==> src/verilog/acm_pkg.sv <==
// Constants, codes and carrier types of the accelerometer control registers.
package acm_pkg;

	localparam logic [7:0] ADDR_STATUS = 8'h02;
	localparam logic [7:0] ADDR_OPERATION = 8'h14;
	localparam logic [7:0] ADDR_INT_STATUS = 8'h16;
	localparam logic [7:0] ADDR_READ_POINTER = 8'h17;
	localparam logic [7:0] ADDR_SELECTOR = 8'h18;
	localparam logic [7:0] ADDR_INDIRECT_DATA = 8'h19;

	localparam int OP_BUF_EN_BIT = 7;
	localparam int OP_SHORT_FMT_BIT = 6;
	localparam int OP_FREEFALL_DETECT_ENABLE_BIT = 4;
	localparam int STATUS_LOCK_BIT = 5;
	localparam int SEL_W = 5;
	localparam int MCTRL_REQ_LSB = 3;

	localparam logic [SEL_W-1:0] SEL_TWO_WIRE = 5'h01;
	localparam logic [SEL_W-1:0] SEL_MOTION_CTRL = 5'h02;
	localparam logic [SEL_W-1:0] SEL_Y_TH = 5'h03;
	localparam logic [SEL_W-1:0] SEL_X_TH = 5'h04;
	localparam logic [SEL_W-1:0] SEL_Z_TH = 5'h05;
	localparam logic [SEL_W-1:0] SEL_OUT_CTRL = 5'h0b;

	localparam logic [7:0] OP_RESET = 8'h00;
	localparam logic [7:0] PTR_RESET = 8'h00;
	localparam logic [SEL_W-1:0] SEL_RESET = 5'h00;
	localparam logic [5:0] MCTRL_RESET = 6'h07;
	localparam logic [7:0] TWO_WIRE_ON_A = 8'h10;
	localparam logic [7:0] TWO_WIRE_OFF_A = 8'h00;
	localparam logic [7:0] TWO_WIRE_ON_B = 8'h50;
	localparam logic [7:0] TWO_WIRE_OFF_B = 8'h40;
	localparam logic [7:0] TH_RESET_A = 8'h10;
	localparam logic [7:0] TH_RESET_B = 8'h08;
	localparam logic [7:0] OUT_CTRL_RESET = 8'h00;

	// Axis slots; the order matches the trigger control bits.
	localparam int AXIS_Y = 0;
	localparam int AXIS_X = 1;
	localparam int AXIS_Z = 2;

	typedef enum logic [2:0]
	{
		MODE_NORMAL = 3'h0,
		MODE_OPT2 = 3'h1,
		MODE_OPT1 = 3'h2,
		MODE_MOTION = 3'h3
	} acm_mode_t;

	typedef enum logic [1:0]
	{
		FMT_IDLE = 2'h0,
		FMT_LSB = 2'h1
	} acm_fmt_state_t;

	typedef struct packed
	{
		logic buffer_enable;
		logic short_sample_format;
		logic freefall_detect_enable;
		acm_mode_t mode;
	} acm_op_cfg_t;

	typedef struct packed
	{
		logic [2:0] require_zxy;
		logic [2:0] enable_zxy;
	} acm_motion_ctrl_t;

	typedef logic [2:0][7:0] acm_axes_t;

endpackage : acm_pkg

==> src/verilog/acm_motion_detect.sv <==
// Motion detector: per-axis threshold compare and AND/OR trigger combination.
module acm_motion_detect
(
	input wire logic enable_i,
	input wire logic accel_valid_i,
	input wire acm_pkg::acm_axes_t accel_i,
	input wire acm_pkg::acm_axes_t thresholds_i,
	input wire acm_pkg::acm_motion_ctrl_t ctrl_i,
	output logic event_o,
	output logic [2:0] channels_o
);
	import acm_pkg::*;

	logic [2:0] trig;

	genvar g;
	generate
		for (g = 0; g < 3; g++)
		begin : axis
			logic [8:0] magnitude;
			// Two's complement samples are folded to a 9-bit magnitude.
			assign magnitude = accel_i[g][7] ?
				9'(~accel_i[g]) + 9'h001 : {1'b0, accel_i[g]};
			assign trig[g] = enable_i && accel_valid_i &&
				(magnitude > {1'b0, thresholds_i[g]});
		end
	endgenerate

	logic any_enabled;
	logic all_required;
	assign any_enabled = |(trig & ctrl_i.enable_zxy);
	assign all_required = (ctrl_i.require_zxy != 3'h0) &&
		((trig & ctrl_i.require_zxy) == ctrl_i.require_zxy);
	assign event_o = any_enabled || all_required;
	assign channels_o = {trig[AXIS_Y], trig[AXIS_X], trig[AXIS_Z]};

endmodule : acm_motion_detect

==> src/verilog/acm_regs.sv <==
// Operation mode, read pointer and indirect control registers of the sensor.
// Overview of operation
// Bit 7 enables ring buffer, resets 0
// Bit 6 set: one byte per sample
// Bit 6 clear: two bytes per sample
// Unused bits of long frames are zero
// Bit 4 enables free-fall detection, resets 0
// Bits 2:0 select mode, others reserved
// Pointer register selects target of two-wire reads
// Selector writes accepted only while unlocked
// Data port routes to selected indirect register
// Selector codes decode to indirect registers
// Variant A: reset 10h, 00h disables
// Variant B: reset 50h, 40h disables
// Require bits AND the Z, X, Y triggers
// Enable bits OR the Z, X, Y triggers
// Y threshold register, variant reset value
// X threshold register, variant reset value
// Z threshold reached through code 00101
// Thresholds compare against absolute acceleration
// Status bit 5 shows lock open
// Status bits 2:0 show fired channels
// Reserved codes and bits ignored, read zero
// Data port is one direct 8-bit register
module acm_regs
#(
	parameter bit VARIANT_B = 1'b0,
	parameter logic [7:0] TH_RESET = acm_pkg::TH_RESET_A,
	parameter int SAMPLE_W = 11
)
(
	input wire logic clock_i,
	input wire logic rstn_i,
	input wire logic reg_wr_i,
	input wire logic reg_rd_i,
	input wire logic reg_ptr_rd_i,
	input wire logic [7:0] reg_addr_i,
	input wire logic [7:0] reg_wdata_i,
	output logic [7:0] reg_rdata_o,
	output logic reg_rvalid_o,
	input wire logic lock_open_i,
	input wire logic accel_valid_i,
	input wire acm_pkg::acm_axes_t accel_i,
	input wire logic sample_valid_i,
	input wire logic [SAMPLE_W-1:0] sample_i,
	output logic sample_ready_o,
	output logic [7:0] frame_o,
	output logic frame_valid_o,
	output acm_pkg::acm_op_cfg_t op_cfg_o,
	output logic two_wire_enabled_o,
	output logic motion_event_o
);
	import acm_pkg::*;

	localparam int PAD_W = 16 - SAMPLE_W;
	localparam logic [7:0] TW_ON = VARIANT_B ? TWO_WIRE_ON_B : TWO_WIRE_ON_A;
	localparam logic [7:0] TW_OFF = VARIANT_B ? TWO_WIRE_OFF_B : TWO_WIRE_OFF_A;

	function automatic logic legal_mode(input logic [2:0] code);
		legal_mode = (code == MODE_NORMAL) || (code == MODE_OPT1) ||
			(code == MODE_OPT2) || (code == MODE_MOTION);
	endfunction : legal_mode

	function automatic logic legal_sel(input logic [SEL_W-1:0] code);
		legal_sel = (code == SEL_TWO_WIRE) || (code == SEL_MOTION_CTRL) ||
			(code == SEL_Y_TH) || (code == SEL_X_TH) ||
			(code == SEL_Z_TH) || (code == SEL_OUT_CTRL);
	endfunction : legal_sel

	acm_op_cfg_t op_reg, op_next;
	logic [7:0] ptr_reg, ptr_next;
	logic [SEL_W-1:0] sel_reg, sel_next;
	logic [7:0] twd_reg, twd_next;
	logic tw_en_reg, tw_en_next;
	acm_motion_ctrl_t mctrl_reg, mctrl_next;
	acm_axes_t th_reg, th_next;
	logic [7:0] outc_reg, outc_next;
	logic [2:0] ints_reg, ints_next;
	logic mevt_reg, mevt_next;
	logic md_event;
	logic [2:0] md_channels;
	logic [7:0] rd_addr;
	logic [7:0] indirect_rd;
	logic [7:0] direct_rd;
	logic wr_op, wr_sel, wr_data, wr_ptr;

	assign wr_op = reg_wr_i && (reg_addr_i == ADDR_OPERATION);
	assign wr_sel = reg_wr_i && (reg_addr_i == ADDR_SELECTOR);
	assign wr_data = reg_wr_i && (reg_addr_i == ADDR_INDIRECT_DATA);
	assign wr_ptr = reg_wr_i && (reg_addr_i == ADDR_READ_POINTER);
	// Two-wire reads take their address from the pointer.
	assign rd_addr = reg_ptr_rd_i ? ptr_reg : reg_addr_i;

	acm_motion_detect u_motion
	(
		.enable_i(op_reg.mode == MODE_MOTION),
		.accel_valid_i(accel_valid_i),
		.accel_i(accel_i),
		.thresholds_i(th_reg),
		.ctrl_i(mctrl_reg),
		.event_o(md_event),
		.channels_o(md_channels)
	);

	always_comb
	begin
		op_next = op_reg;
		ptr_next = ptr_reg;
		sel_next = sel_reg;
		twd_next = twd_reg;
		mctrl_next = mctrl_reg;
		th_next = th_reg;
		outc_next = outc_reg;
		ints_next = ints_reg;
		mevt_next = md_event;
		if (wr_op)
		begin
			op_next.buffer_enable = reg_wdata_i[OP_BUF_EN_BIT];
			op_next.short_sample_format = reg_wdata_i[OP_SHORT_FMT_BIT];
			op_next.freefall_detect_enable = reg_wdata_i[OP_FREEFALL_DETECT_ENABLE_BIT];
			if (legal_mode(reg_wdata_i[2:0]))
			begin
				op_next.mode = acm_mode_t'(reg_wdata_i[2:0]);
			end
		end
		if (wr_ptr)
		begin
			ptr_next = reg_wdata_i;
		end
		if (wr_sel && lock_open_i)
		begin
			sel_next = reg_wdata_i[SEL_W-1:0];
		end
		if (wr_data)
		begin
			case (sel_reg)
				SEL_TWO_WIRE: twd_next = reg_wdata_i;
				SEL_MOTION_CTRL: mctrl_next = reg_wdata_i[5:0];
				SEL_Y_TH: th_next[AXIS_Y] = reg_wdata_i;
				SEL_X_TH: th_next[AXIS_X] = reg_wdata_i;
				SEL_Z_TH: th_next[AXIS_Z] = reg_wdata_i;
				SEL_OUT_CTRL: outc_next = reg_wdata_i;
				default: outc_next = outc_reg;
			endcase
		end
		// Reading the status clears it, but a new trigger in that cycle wins.
		if (reg_rd_i && (rd_addr == ADDR_INT_STATUS))
		begin
			ints_next = 3'h0;
		end
		if (md_event)
		begin
			ints_next = ints_next | md_channels;
		end
		tw_en_next = (twd_next != TW_OFF);
	end

	always_ff @(posedge clock_i)
	begin
		if (!rstn_i)
		begin
			op_reg.buffer_enable <= OP_RESET[OP_BUF_EN_BIT];
			op_reg.short_sample_format <= OP_RESET[OP_SHORT_FMT_BIT];
			op_reg.freefall_detect_enable <= OP_RESET[OP_FREEFALL_DETECT_ENABLE_BIT];
			op_reg.mode <= acm_mode_t'(OP_RESET[2:0]);
			ptr_reg <= PTR_RESET;
			sel_reg <= SEL_RESET;
			twd_reg <= TW_ON;
			tw_en_reg <= 1'b1;
			mctrl_reg <= MCTRL_RESET;
			th_reg <= {TH_RESET, TH_RESET, TH_RESET};
			outc_reg <= OUT_CTRL_RESET;
			ints_reg <= 3'h0;
			mevt_reg <= 1'b0;
		end
		else
		begin
			op_reg <= op_next;
			ptr_reg <= ptr_next;
			sel_reg <= sel_next;
			twd_reg <= twd_next;
			tw_en_reg <= tw_en_next;
			mctrl_reg <= mctrl_next;
			th_reg <= th_next;
			outc_reg <= outc_next;
			ints_reg <= ints_next;
			mevt_reg <= mevt_next;
		end
	end

	assign op_cfg_o = op_reg;
	assign two_wire_enabled_o = tw_en_reg;
	assign motion_event_o = mevt_reg;

	// Read path.
	logic [7:0] rdata_reg, rdata_next;
	logic rvalid_reg, rvalid_next;

	always_comb
	begin
		case (sel_reg)
			SEL_TWO_WIRE: indirect_rd = twd_reg;
			SEL_MOTION_CTRL: indirect_rd = {2'h0, mctrl_reg};
			SEL_Y_TH: indirect_rd = th_reg[AXIS_Y];
			SEL_X_TH: indirect_rd = th_reg[AXIS_X];
			SEL_Z_TH: indirect_rd = th_reg[AXIS_Z];
			SEL_OUT_CTRL: indirect_rd = outc_reg;
			default: indirect_rd = 8'h00;
		endcase
		direct_rd = 8'h00;
		case (rd_addr)
			ADDR_STATUS: direct_rd[STATUS_LOCK_BIT] = lock_open_i;
			ADDR_OPERATION:
			begin
				direct_rd[OP_BUF_EN_BIT] = op_reg.buffer_enable;
				direct_rd[OP_SHORT_FMT_BIT] = op_reg.short_sample_format;
				direct_rd[OP_FREEFALL_DETECT_ENABLE_BIT] = op_reg.freefall_detect_enable;
				direct_rd[2:0] = op_reg.mode;
			end
			ADDR_INT_STATUS: direct_rd[2:0] = ints_reg;
			ADDR_SELECTOR: direct_rd[SEL_W-1:0] = sel_reg;
			ADDR_INDIRECT_DATA: direct_rd = indirect_rd;
			default: direct_rd = 8'h00;
		endcase
		rdata_next = reg_rd_i ? direct_rd : rdata_reg;
		rvalid_next = reg_rd_i;
	end

	always_ff @(posedge clock_i)
	begin
		if (!rstn_i)
		begin
			rdata_reg <= 8'h00;
			rvalid_reg <= 1'b0;
		end
		else
		begin
			rdata_reg <= rdata_next;
			rvalid_reg <= rvalid_next;
		end
	end

	assign reg_rdata_o = rdata_reg;
	assign reg_rvalid_o = rvalid_reg;

	// Sample framer for the ring buffer output.
	acm_fmt_state_t fmt_reg, fmt_next;
	logic [7:0] frame_reg, frame_next;
	logic [7:0] lsb_reg, lsb_next;
	logic fvalid_reg, fvalid_next;
	logic ready_reg, ready_next;
	logic [15:0] wide;
	logic take;

	assign wide = {sample_i, {PAD_W{1'b0}}};
	assign take = sample_valid_i && ready_reg;

	always_comb
	begin
		fmt_next = fmt_reg;
		frame_next = frame_reg;
		lsb_next = lsb_reg;
		fvalid_next = 1'b0;
		case (fmt_reg)
			FMT_IDLE:
			begin
				if (take)
				begin
					frame_next = wide[15:8];
					fvalid_next = 1'b1;
					lsb_next = wide[7:0];
					if (!op_reg.short_sample_format)
					begin
						fmt_next = FMT_LSB;
					end
				end
			end
			FMT_LSB:
			begin
				frame_next = lsb_reg;
				fvalid_next = 1'b1;
				fmt_next = FMT_IDLE;
			end
			default: fmt_next = FMT_IDLE;
		endcase
		// A disabled buffer holds sample_ready_o low and refuses samples.
		ready_next = op_next.buffer_enable && (fmt_next == FMT_IDLE) &&
			!(take && !op_reg.short_sample_format);
	end

	always_ff @(posedge clock_i)
	begin
		if (!rstn_i)
		begin
			fmt_reg <= FMT_IDLE;
			frame_reg <= 8'h00;
			lsb_reg <= 8'h00;
			fvalid_reg <= 1'b0;
			ready_reg <= 1'b0;
		end
		else
		begin
			fmt_reg <= fmt_next;
			frame_reg <= frame_next;
			lsb_reg <= lsb_next;
			fvalid_reg <= fvalid_next;
			ready_reg <= ready_next;
		end
	end

	assign frame_o = frame_reg;
	assign frame_valid_o = fvalid_reg;
	assign sample_ready_o = ready_reg;

	buf_enable_write_a: assert property (@(posedge clock_i) disable iff (!rstn_i)
		wr_op |=> op_cfg_o.buffer_enable == $past(reg_wdata_i[OP_BUF_EN_BIT]))
		else $error("buffer enable did not follow the write");
	short_frame_a: assert property (@(posedge clock_i) disable iff (!rstn_i)
		take && op_reg.short_sample_format |=> frame_valid_o &&
		frame_o == $past(wide[15:8]) ##1 (!frame_valid_o || $past(take)))
		else $error("short format did not give one frame");
	long_frames_a: assert property (@(posedge clock_i) disable iff (!rstn_i)
		take && !op_reg.short_sample_format |=> frame_valid_o
		##1 frame_valid_o && frame_o == $past(wide[7:0], 2))
		else $error("long format did not give two frames");
	lsb_pad_zero_a: assert property (@(posedge clock_i) disable iff (!rstn_i)
		fmt_reg == FMT_LSB |=> frame_o[PAD_W-1:0] == '0)
		else $error("unused frame bits not zero");
	freefall_write_a: assert property (@(posedge clock_i) disable iff (!rstn_i)
		wr_op |=> op_cfg_o.freefall_detect_enable ==
		$past(reg_wdata_i[OP_FREEFALL_DETECT_ENABLE_BIT]))
		else $error("free-fall enable did not follow the write");
	mode_reserved_a: assert property (@(posedge clock_i) disable iff (!rstn_i)
		wr_op && !legal_mode(reg_wdata_i[2:0]) |=> $stable(op_reg.mode))
		else $error("reserved mode code was taken");
	pointer_read_a: assert property (@(posedge clock_i) disable iff (!rstn_i)
		reg_rd_i && reg_ptr_rd_i && ptr_reg == ADDR_SELECTOR |=>
		reg_rvalid_o && reg_rdata_o == {3'h0, $past(sel_reg)})
		else $error("pointer read returned wrong register");
	sel_locked_a: assert property (@(posedge clock_i) disable iff (!rstn_i)
		wr_sel && !lock_open_i |=> $stable(sel_reg))
		else $error("selector written while locked");
	indirect_route_a: assert property (@(posedge clock_i) disable iff (!rstn_i)
		wr_data && sel_reg == SEL_X_TH |=> th_reg[AXIS_X] == $past(reg_wdata_i))
		else $error("data port write not routed to X threshold");
	reserved_read_a: assert property (@(posedge clock_i) disable iff (!rstn_i)
		reg_rd_i && rd_addr == ADDR_INDIRECT_DATA && !legal_sel(sel_reg)
		|=> reg_rdata_o == 8'h00)
		else $error("reserved indirect code read nonzero");
	two_wire_off_a: assert property (@(posedge clock_i) disable iff (!rstn_i)
		wr_data && sel_reg == SEL_TWO_WIRE && reg_wdata_i == TW_OFF
		|=> !two_wire_enabled_o)
		else $error("two-wire interface still enabled");
	status_set_wins_a: assert property (@(posedge clock_i) disable iff (!rstn_i)
		md_event && reg_rd_i && rd_addr == ADDR_INT_STATUS |=>
		ints_reg == $past(md_channels))
		else $error("trigger lost against status clear");

endmodule : acm_regs
==> config.mk <==
export PLATFORM = sky130hd
export DESIGN_NAME = acm_regs
export DESIGN_NICKNAME = d
export VERILOG_FILES = /design/src/verilog/acm_pkg.sv /design/src/verilog/acm_motion_detect.sv /design/src/verilog/acm_regs.sv
export SDC_FILE = /design/constraint.sdc
export NUM_CORES = 1
export LEC_CHECK = 0
export ABC_AREA = 1
export BUFFER_PORTS_ARGS = -buffer_cell sky130_fd_sc_hd__clkbuf_2
export CAP_MARGIN = 10
export CORE_AREA = 4 4 149 151
export CTS_CLUSTER_DIAMETER = 50
export CTS_CLUSTER_SIZE = 12
export DETAILED_ROUTE_END_ITERATION = 12
export DIE_AREA = 0 0 153 155
export HOLD_SLACK_MARGIN = 0.02
export PLACE_DENSITY = 0.38
export SYNTH_ARGS = -nofsm -noshare
export SYNTH_HDL_FRONTEND = slang
export SYNTH_SLANG_ARGS = --single-unit
==> constraint.sdc <==
create_clock -name clock_i -period 3.24 [get_ports clock_i]
set_clock_uncertainty 0.15 [all_clocks]
set_input_delay 0.648 -clock clock_i [delete_from_list [all_inputs] [get_ports clock_i]]
set_output_delay 0.648 -clock clock_i [all_outputs]
set_load 0.05 [all_outputs]
# Yosys cells after proc, flatten, opt, wreduce, memory -nomap -nowiden
# Cells that the tools add are included.
[op_classes]
addsub = 3
order_cmp = 3
eq_ne = 22
n_mux = 23
n_bitwise = 6
n_reduce_logical = 36
[op_table]
columns = ["operator", "count"]
rows = [
  ["$eq 8x5->1 const B", 8],
  ["$pmux 8 s6", 1],
  ["$mux 8", 4],
  ["$add 9x1->9 const B", 3],
  ["$gt 9x8->1", 3],
  ["$mux 9", 3],
  ["$not 8->9", 3],
  ["$pmux 8 s2", 1],
  ["$reduce_and 2->1", 8],
  ["$logic_and 1x1->1", 15],
  ["$pmux 3 s4", 1],
  ["$eq 5x2->1 const B", 2],
  ["$eq 5x3->1 const B", 2],
  ["$eq 3x2->1 const B", 3],
  ["$mux 3", 3],
  ["$eq 8x2->1 const B", 1],
  ["$reduce_bool 8->1", 1],
  ["$and 3x3->3", 2],
  ["$mux 2", 3],
  ["$mux 6", 1],
  ["$pmux 1 s2", 3],
  ["$eq 5x1->1 const B", 1],
  ["$eq 5x4->1 const B", 1],
  ["$logic_not 2->1", 2],
  ["other kinds (14)", 18],
]
[totals]
regBits = 94
output_inout_bits = 27
wordCells = 116

# Depth between registers and ports, before layout
# Gate-level depths: netlist of the first run.
[logic_depth]
depth_word = 10
ltp_mapped = 20
ltp_nobuf = 20

# By module
# From an unflattened synthesis of the first run, not the netlist that was laid out.
[hier_totals]
cells_unflattened = 790
area_unflattened_um2 = 5487.8
[by_module_without_submodules]
columns = ["mod", "n_inst", "cells_each", "area_each_um2", "seq_area_each_um2"]
rows = [
  ["acm_regs", 1, 578, 4255.3, 1881.8],
  ["acm_motion_detect", 1, 212, 1232.4, 0.0],
]

# Least setup slack after synthesis of the first run
# Ideal clock, no wire load.
[synth_timing]
path_kind = "input-to-reg"
from = "in accel_i[8] (netlist bit)"
to = "reg ints_reg[0]"
t_arrival_ns = 2.507
required_time_ns = 3.031
path_slack_ns = 0.524
stages = 18
path_buffers = 0
path_cell_list = "inv_1 > ha_1 > inv_1 > nor2_1 > nand2_1 > o31ai_1 > xnor2_1 > ha_1 > nand2_1 > nor2_1 > nand3b_1 > nand3_1 > nand2_1 > nand2_1 > nand2_1 > o21ai_1 > nand3_1 > nand2_1"
[synth_between]
elab_chain_len = 10
elab_cells_between_ends = 12
classes_between = "1 x add/sub; 1 x order compare; 1 x eq/ne; 2 x mux; 3 x bitwise; 4 x reduce/logical"
[synth_rtl]
columns = ["element", "line", "rtl"]
rows = [
  ["start, declared", "acm_regs.sv:43", "input wire acm_pkg::acm_axes_t accel_i,"],
  ["$not 8->9", "acm_motion_detect.sv:23", "9'(~accel_i[g]) + 9'h001 : {1'b0, accel_i[g]};"],
  ["$add 9x1->9", "acm_motion_detect.sv:23", ""],
  ["$mux 9 (*)", "acm_motion_detect.sv:22", "assign magnitude = accel_i[g][7] ?"],
  ["$gt 9x8->1 (*)", "acm_motion_detect.sv:25", "(magnitude > {1'b0, thresholds_i[g]});"],
  ["$logic_and 1x1->1 (*)", "acm_motion_detect.sv:24", "assign trig[g] = enable_i && accel_valid_i &&"],
  ["$and 3x3->3", "acm_motion_detect.sv:33", "((trig & ctrl_i.require_zxy) == ctrl_i.require_zxy);"],
  ["$eq 3x3->1", "acm_motion_detect.sv:33", ""],
  ["$logic_and 1x1->1", "acm_motion_detect.sv:32", "assign all_required = (ctrl_i.require_zxy != 3'h0) &&"],
  ["$logic_or 1x1->1 (*)", "acm_motion_detect.sv:34", "assign event_o = any_enabled || all_required;"],
  ["$mux 3 (*)", "acm_regs.sv:151", "if (md_event)"],
  ["end signal, assigned", "acm_regs.sv:186", "ints_reg <= ints_next;"],
  ["end, declared", "acm_regs.sv:78", "logic [2:0] ints_reg, ints_next;"],
]
# Mark *: on every way between the ends. The rest lies on a longest branch, timed or not.
# A chain may end at the register's enable or synchronous reset.

# Final worst setup path of the first run
[layout_timing]
from = "in accel_i[16] (netlist bit)"
to = "reg ints_reg[2]"
# The elaborated chain is that of the path after synthesis.

==> results of run 1 <==
-- power by group --
group | internal [W] | switching (W)
clock network | 0.000590 | 0.000449
registers | 0.00116 | 0.00000365
logic | 0.0000955 | 0.000175
-- synthesized netlist by cell type, types with 2 or more instances --
| library cell | n |
|---|---|
| clkinv_1 | 2 |
| o211ai_1 | 8 |
| inv_1 | 105 |
| dfxtp_1 | 94 |
| xor2_1 | 7 |
| nand3_1 | 29 |
| inv_2 | 2 |
| nand2_1 | 158 |
| clkbuf_1 | 12 |
| ha_1 | 27 |
| nor4_1 | 4 |
| a21oi_1 | 72 |
| o31ai_1 | 3 |
| o21ai_1 | 5 |
| o2111ai_1 | 4 |
| a31oi_1 | 5 |
| and2_1 | 2 |
| xnor2_1 | 6 |
| or2_2 | 2 |
| nor3_1 | 13 |
| nand3b_1 | 2 |
| nor2_4 | 2 |
| o21ai_2 | 2 |
| a22oi_1 | 2 |
| buf_4 | 5 |
| nand4_1 | 8 |
| nor2_1 | 61 |
| nor2_2 | 6 |
| o21ai_0 | 84 |
-- routing by layer --
layer  up-vias  wire (um)  track usage, %
li1       2605          -               -
met1      2181       7957           18.92
met2        79       7751           23.52
met3        11        479           2.754
met4         0        241           3.564
met5         -          0               0
-- cell type report --
cell class	instances	area share [%]
clock buffer	12	3.877
inverter	109	6.708
multi-input combinational	522	44.76
clock inverter	2	0.5744
tap	275	5.641
timing repair buffer	90	7.590
sequential	94	30.85
-- critical path: stages --
cell and delay, ns:
clkbuf_2 0.09, inv_1 0.07, ha_1 0.14, inv_1 0.05, nor3_1 0.19, nand2_1 0.08, nand2_1 0.08, xnor2_1 0.07
ha_1 0.29, nand2_1 0.05, nor2_1 0.20, nand3_1 0.11, nand3_1 0.09, nand2_1 0.14, nand2_1 0.09, nand2_1 0.05
o21ai_1 0.23, nand3_1 0.11, nand2_1 0.07
-- worst paths after layout --
kind | end | slack [ns] | cells past startpoint
setup reg to reg | th_reg[3]$_SDFFE_PN0P_ | 1.13 | 6
hold reg to reg | ptr_reg[3]$_SDFFE_PN0P_ | 0.30 | 2
setup / recovery | ints_reg[2]$_SDFF_PN0_ | 0.51 | 19
hold / removal | ptr_reg[3]$_SDFFE_PN0P_ | 0.30 | 2
-- cell families (layout without fill, tap and decap cells) --
group | Yosys count | count (layout) | synth area share, %
AO/OA/AOI/OAI | 191 | 191 | 20.18
AND/OR/NAND/NOR | 290 | 290 | 24.29
other | 1 | 1 | 0.07332
buffers and inverters | 127 | 213 | 9.834
adder cells (fa/ha/maj) | 27 | 27 | 6.605
XOR/XNOR | 13 | 13 | 2.226
flip-flops | 94 | 94 | 36.79
-- metrics by stage --
stage	instance area [um2]	utilization, %	power [W]	setup WS [ns]
3_3_place_gp	5828	27.99	0.001470	0.1398
6_report	6100	29.29	0.002475	0.5085
4_1_cts	6100	29.29	0.002506	0.4918
2_1_floorplan	5115	-	0.001357	0.5240
3_5_place_dp	5828	27.99	0.001467	0.1241
5_1_grt	6100	29.29	0.002584	0.1803
==> out/results.txt, run 1 <==
worst hold-check path type: flop to flop
Rel. slew slack: 61.56%
final hold vios: 0
Hold-fix buffers, CTS: 0
fin crit share: 84.31%
Startpoint Class: primary input
fin cells: 1104
DP Cell Count: 1090
DRT Wirelength: 16430 um
die height: 155 um
reg-to-reg startpoint: sel_reg[1]$_SDFFE_PN0P_
max reg flops: 24
final setup vio count: 0
Slew Limit Fails: 0
DRT iter0 DRCs: 312
DRC: 0
H-tree depth: 3
# rows: 53
Syn Area/Cell: 6.884 um2
Hold Path Origin: ptr_reg[3]$_SDFFE_PN0P_
top-area cell type share of the netlist area: 36.79%
Worst-Margin Slew: 0.5745 ns
critical path fanouts, max: 4
Mapped Cells: 743
Layout area overhead: 19.25%
WP data arrival: 2.87 ns
Initial Util: 24.56%
Num CTS Buffers: 9
total track usage: 14.13%
leakage: 2.736 nW
Hold WS: 0.3008 ns
most frequent cells in the layout: nand2_1 (158), inv_1 (105), dfxtp_1 (94), clkbuf_2 (85), o21ai_0 (84)
CTS clk-pin slew, worst paths: 0.06 ns
Main synth FF type: dfxtp_1
antenna violations before repair: 0
clk sinks: 94
Yosys cell types: 40
multi-input logic area: 2730 um2
max-cap viol count: 0
FF+latch area: 1882 um2
# Post-CTS Setup Buffers: 0
Ports: 86
I/O Buffers: 85
Mapped Area: 5115 um2
PwrDens: 405.8 nW/um2
register bit total from synthesis: 94
commonest non-fill, non-tap cell in the layout: nand2_1
Synthesized Nets: 829
fill count: 2362
Avg Vias per Cell: 4.417
Post-synth EDFFs: 0
ANT cells: 0
Final Critical Period: 2.732 ns
Synth area leader: dfxtp_1
Die W: 153 um
routability cong.: 0.8049
Worst EP required: 3.38 ns
root cell of the clock tree: clkbuf_16
fmax: 366.1 MHz
CTS tree: built
hpwl dp: 12920 um
1st-pass router iterations: 4
largest net degree at the start of global routing: 40
Nets: 912
Vias: 4876
detail-routed net length per standard cell: 14.88 um
unrepaired setup endpoints after global routing: false
asr flop ratio synth: 0%
Seq/Total Area, Yosys: 36.79%
remaining antenna violation count: 0
yosys warns: 0
layout cell share with drive strength beyond 1: 14.11%
clock tree buffer depth: 2
vias in the first global route: 4868
Max VDD drop: 0.2302 mV
first-pass GRT wire length: 26390 um
clock latency on the worst-skew pair: 0.35 ns
CTS-repair resized insts: 0
endpoint type of the worst setup path: flop
Critical Path Start: accel_i[16]
core area: 20820 um2
Crit Path Class: primary input to flop
status: complete, no violations
setup TNS: 0 ns
total die area: 23720 um2
GRT overflow: 0
synth top area cells: dfxtp_1 (37%), nand2_1 (12%), o21ai_0 (8.2%)
Power figures use the tool's default switching activity.
==> run 2, diff against run 1 <==
--- a/config.mk
+++ b/config.mk
@@ -14,7 +14,7 @@
 export DETAILED_ROUTE_END_ITERATION = 12
 export DIE_AREA = 0 0 153 155
 export HOLD_SLACK_MARGIN = 0.02
-export PLACE_DENSITY = 0.38
+export PLACE_DENSITY = 0.4
 export SYNTH_ARGS = -nofsm -noshare
 export SYNTH_HDL_FRONTEND = slang
 export SYNTH_SLANG_ARGS = --single-unit
==> constraint.sdc (replaced) <==
create_clock -name clock_i -period 2.2 [get_ports clock_i]
set_clock_uncertainty 0.15 [all_clocks]
set_input_delay 0.44 -clock clock_i [delete_from_list [all_inputs] [get_ports clock_i]]
set_output_delay 0.44 -clock clock_i [all_outputs]
set_load 0.05 [all_outputs]
==> out/results.txt, run 2 (synthesis results as in run 1) <==
status: finished with violations
failing checks: setup timing
DRT iter0 DRCs: 260 (-17%)
leakage: 3.076 nW (+12%)
Vias: 5101 (+4.6%)
max reg flops: 24 (unchanged)
routability cong.: 0.8351 (+3.8%)
total track usage: 14.78% (+0.65 points)
CTS tree: built
DRC: 0 (unchanged)
fin crit share: 106.4%
Worst-Margin Slew: 0.5831 ns (+0.008652 ns)
GRT overflow: 0 (unchanged)
critical path fanouts, max: 4 (unchanged)
first-pass GRT wire length: 27790 um (+5.3%)
Die W: 153 um (unchanged)
antenna violations before repair: 0 (unchanged)
DRT Wirelength: 17290 um (+5.2%)
CTS clk-pin slew, worst paths: 0.07 ns (about the same)
max-cap viol count: 0 (unchanged)
Crit Path Class: primary input to flop
Ports: 86 (unchanged)
1st-pass router iterations: 4 (unchanged)
clock latency on the worst-skew pair: 0.35 ns (about the same)
Rel. slew slack: 60.98% (-0.58 points)
Initial Util: 24.56% (unchanged)
Nets: 973 (+6.7%)
fmax: 427.1 MHz
largest net degree at the start of global routing: 22 (-45%)
core area: 20820 um2 (unchanged)
Hold WS: 0.1754 ns (-0.1254 ns)
PwrDens: 553.8 nW/um2 (+36%)
clk sinks: 94 (unchanged)
hpwl dp: 13840 um (+7.1%)
I/O Buffers: 85 (unchanged)
vias in the first global route: 5091 (+4.6%)
final setup vio count: 4 (+4)
Max VDD drop: 0.3699 mV (+61%)
die height: 155 um (unchanged)
worst hold-check path type: primary input to flop
placed cell areas: 6337 um2 (+8.7%)
# rows: 53 (unchanged)
total die area: 23720 um2 (unchanged)
endpoint type of the worst setup path: flop
layout cell share with drive strength beyond 1: 24.41% (+10 points)
Layout area overhead: 33.07%
Num CTS Buffers: 9 (unchanged)
Slew Limit Fails: 0 (unchanged)
H-tree depth: 3 (unchanged)
multi-input logic area: 2902 um2 (+6.3%)
WP data arrival: 2.49 ns (-0.38 ns)
FF+latch area: 1882 um2 (unchanged)
fill count: 2344 (-0.76%)
root cell of the clock tree: clkbuf_16
clock tree buffer depth: 2 (unchanged)
Startpoint Class: primary input
remaining antenna violation count: 0 (unchanged)
commonest non-fill, non-tap cell in the layout: nand2_1
Avg Vias per Cell: 4.382 (-0.78%)
detail-routed net length per standard cell: 14.86 um (-0.18%)
design area: 6807 um2 (+12%)
Final Critical Period: 2.341 ns
most frequent cells in the layout: nand2_1 (150), inv_1 (99), dfxtp_1 (94), o21ai_0 (84), clkbuf_2 (83)
worst setup margin: -0.1414 ns (-0.6498 ns)
unrepaired setup endpoints after global routing: true
Worst EP required: 2.35 ns (-1.03 ns)
final hold vios: 0 (unchanged)
ANT cells: 0 (unchanged)
-- run 2: cell types whose count changed in the layout (fill, tap and decap cells not counted), moves of 4 or more --
cell / change
buf_4: +59
inv_1: -6
inv_2: +4
nand2_1: -8
nand2_2: +7
nand3_1: -6
nand3_2: +6
nor2_1: -6
nor2_4: +5
nor3_1: -4
-- run 2: routing by layer --
layer  GRT usage, %  share of wire, %
met1          20.13                49
met2          24.11                46
met3          3.088               4.3
met4          3.606               1.4
met5              0                 0
-- run 2: final cells by class --
| class | instances | area share (%) |
|---|---|---|
| timing repair buffer | 151 | 14.32 |
| tap | 275 | 5.055 |
| sequential | 94 | 27.65 |
| inverter | 109 | 6.268 |
| multi-input combinational | 522 | 42.63 |
| clock inverter | 2 | 0.5147 |
| clock buffer | 11 | 3.566 |
-- run 2: worst max-delay path, stage by stage --
cell and delay (ns):
clkbuf_2 0.10, inv_1 0.07, ha_1 0.15, inv_1 0.07, nor3_2 0.19, nor2_1 0.07, xor2_1 0.14, ha_1 0.32
nand2_2 0.08, nor2_1 0.05, a31oi_2 0.22, nand2_4 0.10, nand2_1 0.07, nand2_1 0.06, o21ai_2 0.20, nand3_1 0.10
nand2_1 0.07
-- run 2: per-stage QoR --
| stage | TNS, ns | setup slack, ns | utilization (%) | power, W | cells |
|---|---|---|---|---|---|
| CTS | -0.4883 | -0.1335 | 32.27 | 0.003806 | 1163 |
| floorplan | -0.8429 | -0.2224 | - | 0.002004 | 743 |
| global placement | -2.363 | -0.5727 | 30.44 | 0.002228 | 1148 |
| detailed placement | -2.689 | -0.6737 | 30.44 | 0.002224 | 1148 |
| finish | -0.5432 | -0.1414 | 32.69 | 0.003769 | 1164 |
| global route | -1.239 | -0.3305 | 32.69 | 0.003931 | 1164 |
-- run 2: worst paths after layout --
kind	from	to	slack [ns]	depth (start not counted)
worst max-delay path	accel_i[17]	ints_reg[1]$_SDFF_PN0_	-0.14	17
worst min-delay path	sample_i[0]	lsb_reg[5]$_SDFFE_PN0P_	0.18	3
worst max register to register	sel_reg[2]$_SDFFE_PN0P_	reg_rdata_o[2]$_SDFFE_PN0P_	0.18	7
worst min register to register	ptr_reg[3]$_SDFFE_PN0P_	ptr_reg[3]$_SDFFE_PN0P_	0.30	2
-- run 2: repair_timing --
item,4_1_cts,5_1_grt
hold buffers,0,0
setup buffers,2,1
pin swaps,24,25
endpoints found under the setup margin,4,4
resized for setup,22,20
-- run 2: report_power, final --
group          leakage (nW)  internal [W]  switching [W]
sequential            0.759       0.00171     0.00000500
clock                 0.137      0.000892       0.000657
combinational          2.18      0.000206       0.000299
total                  3.08       0.00281       0.000961
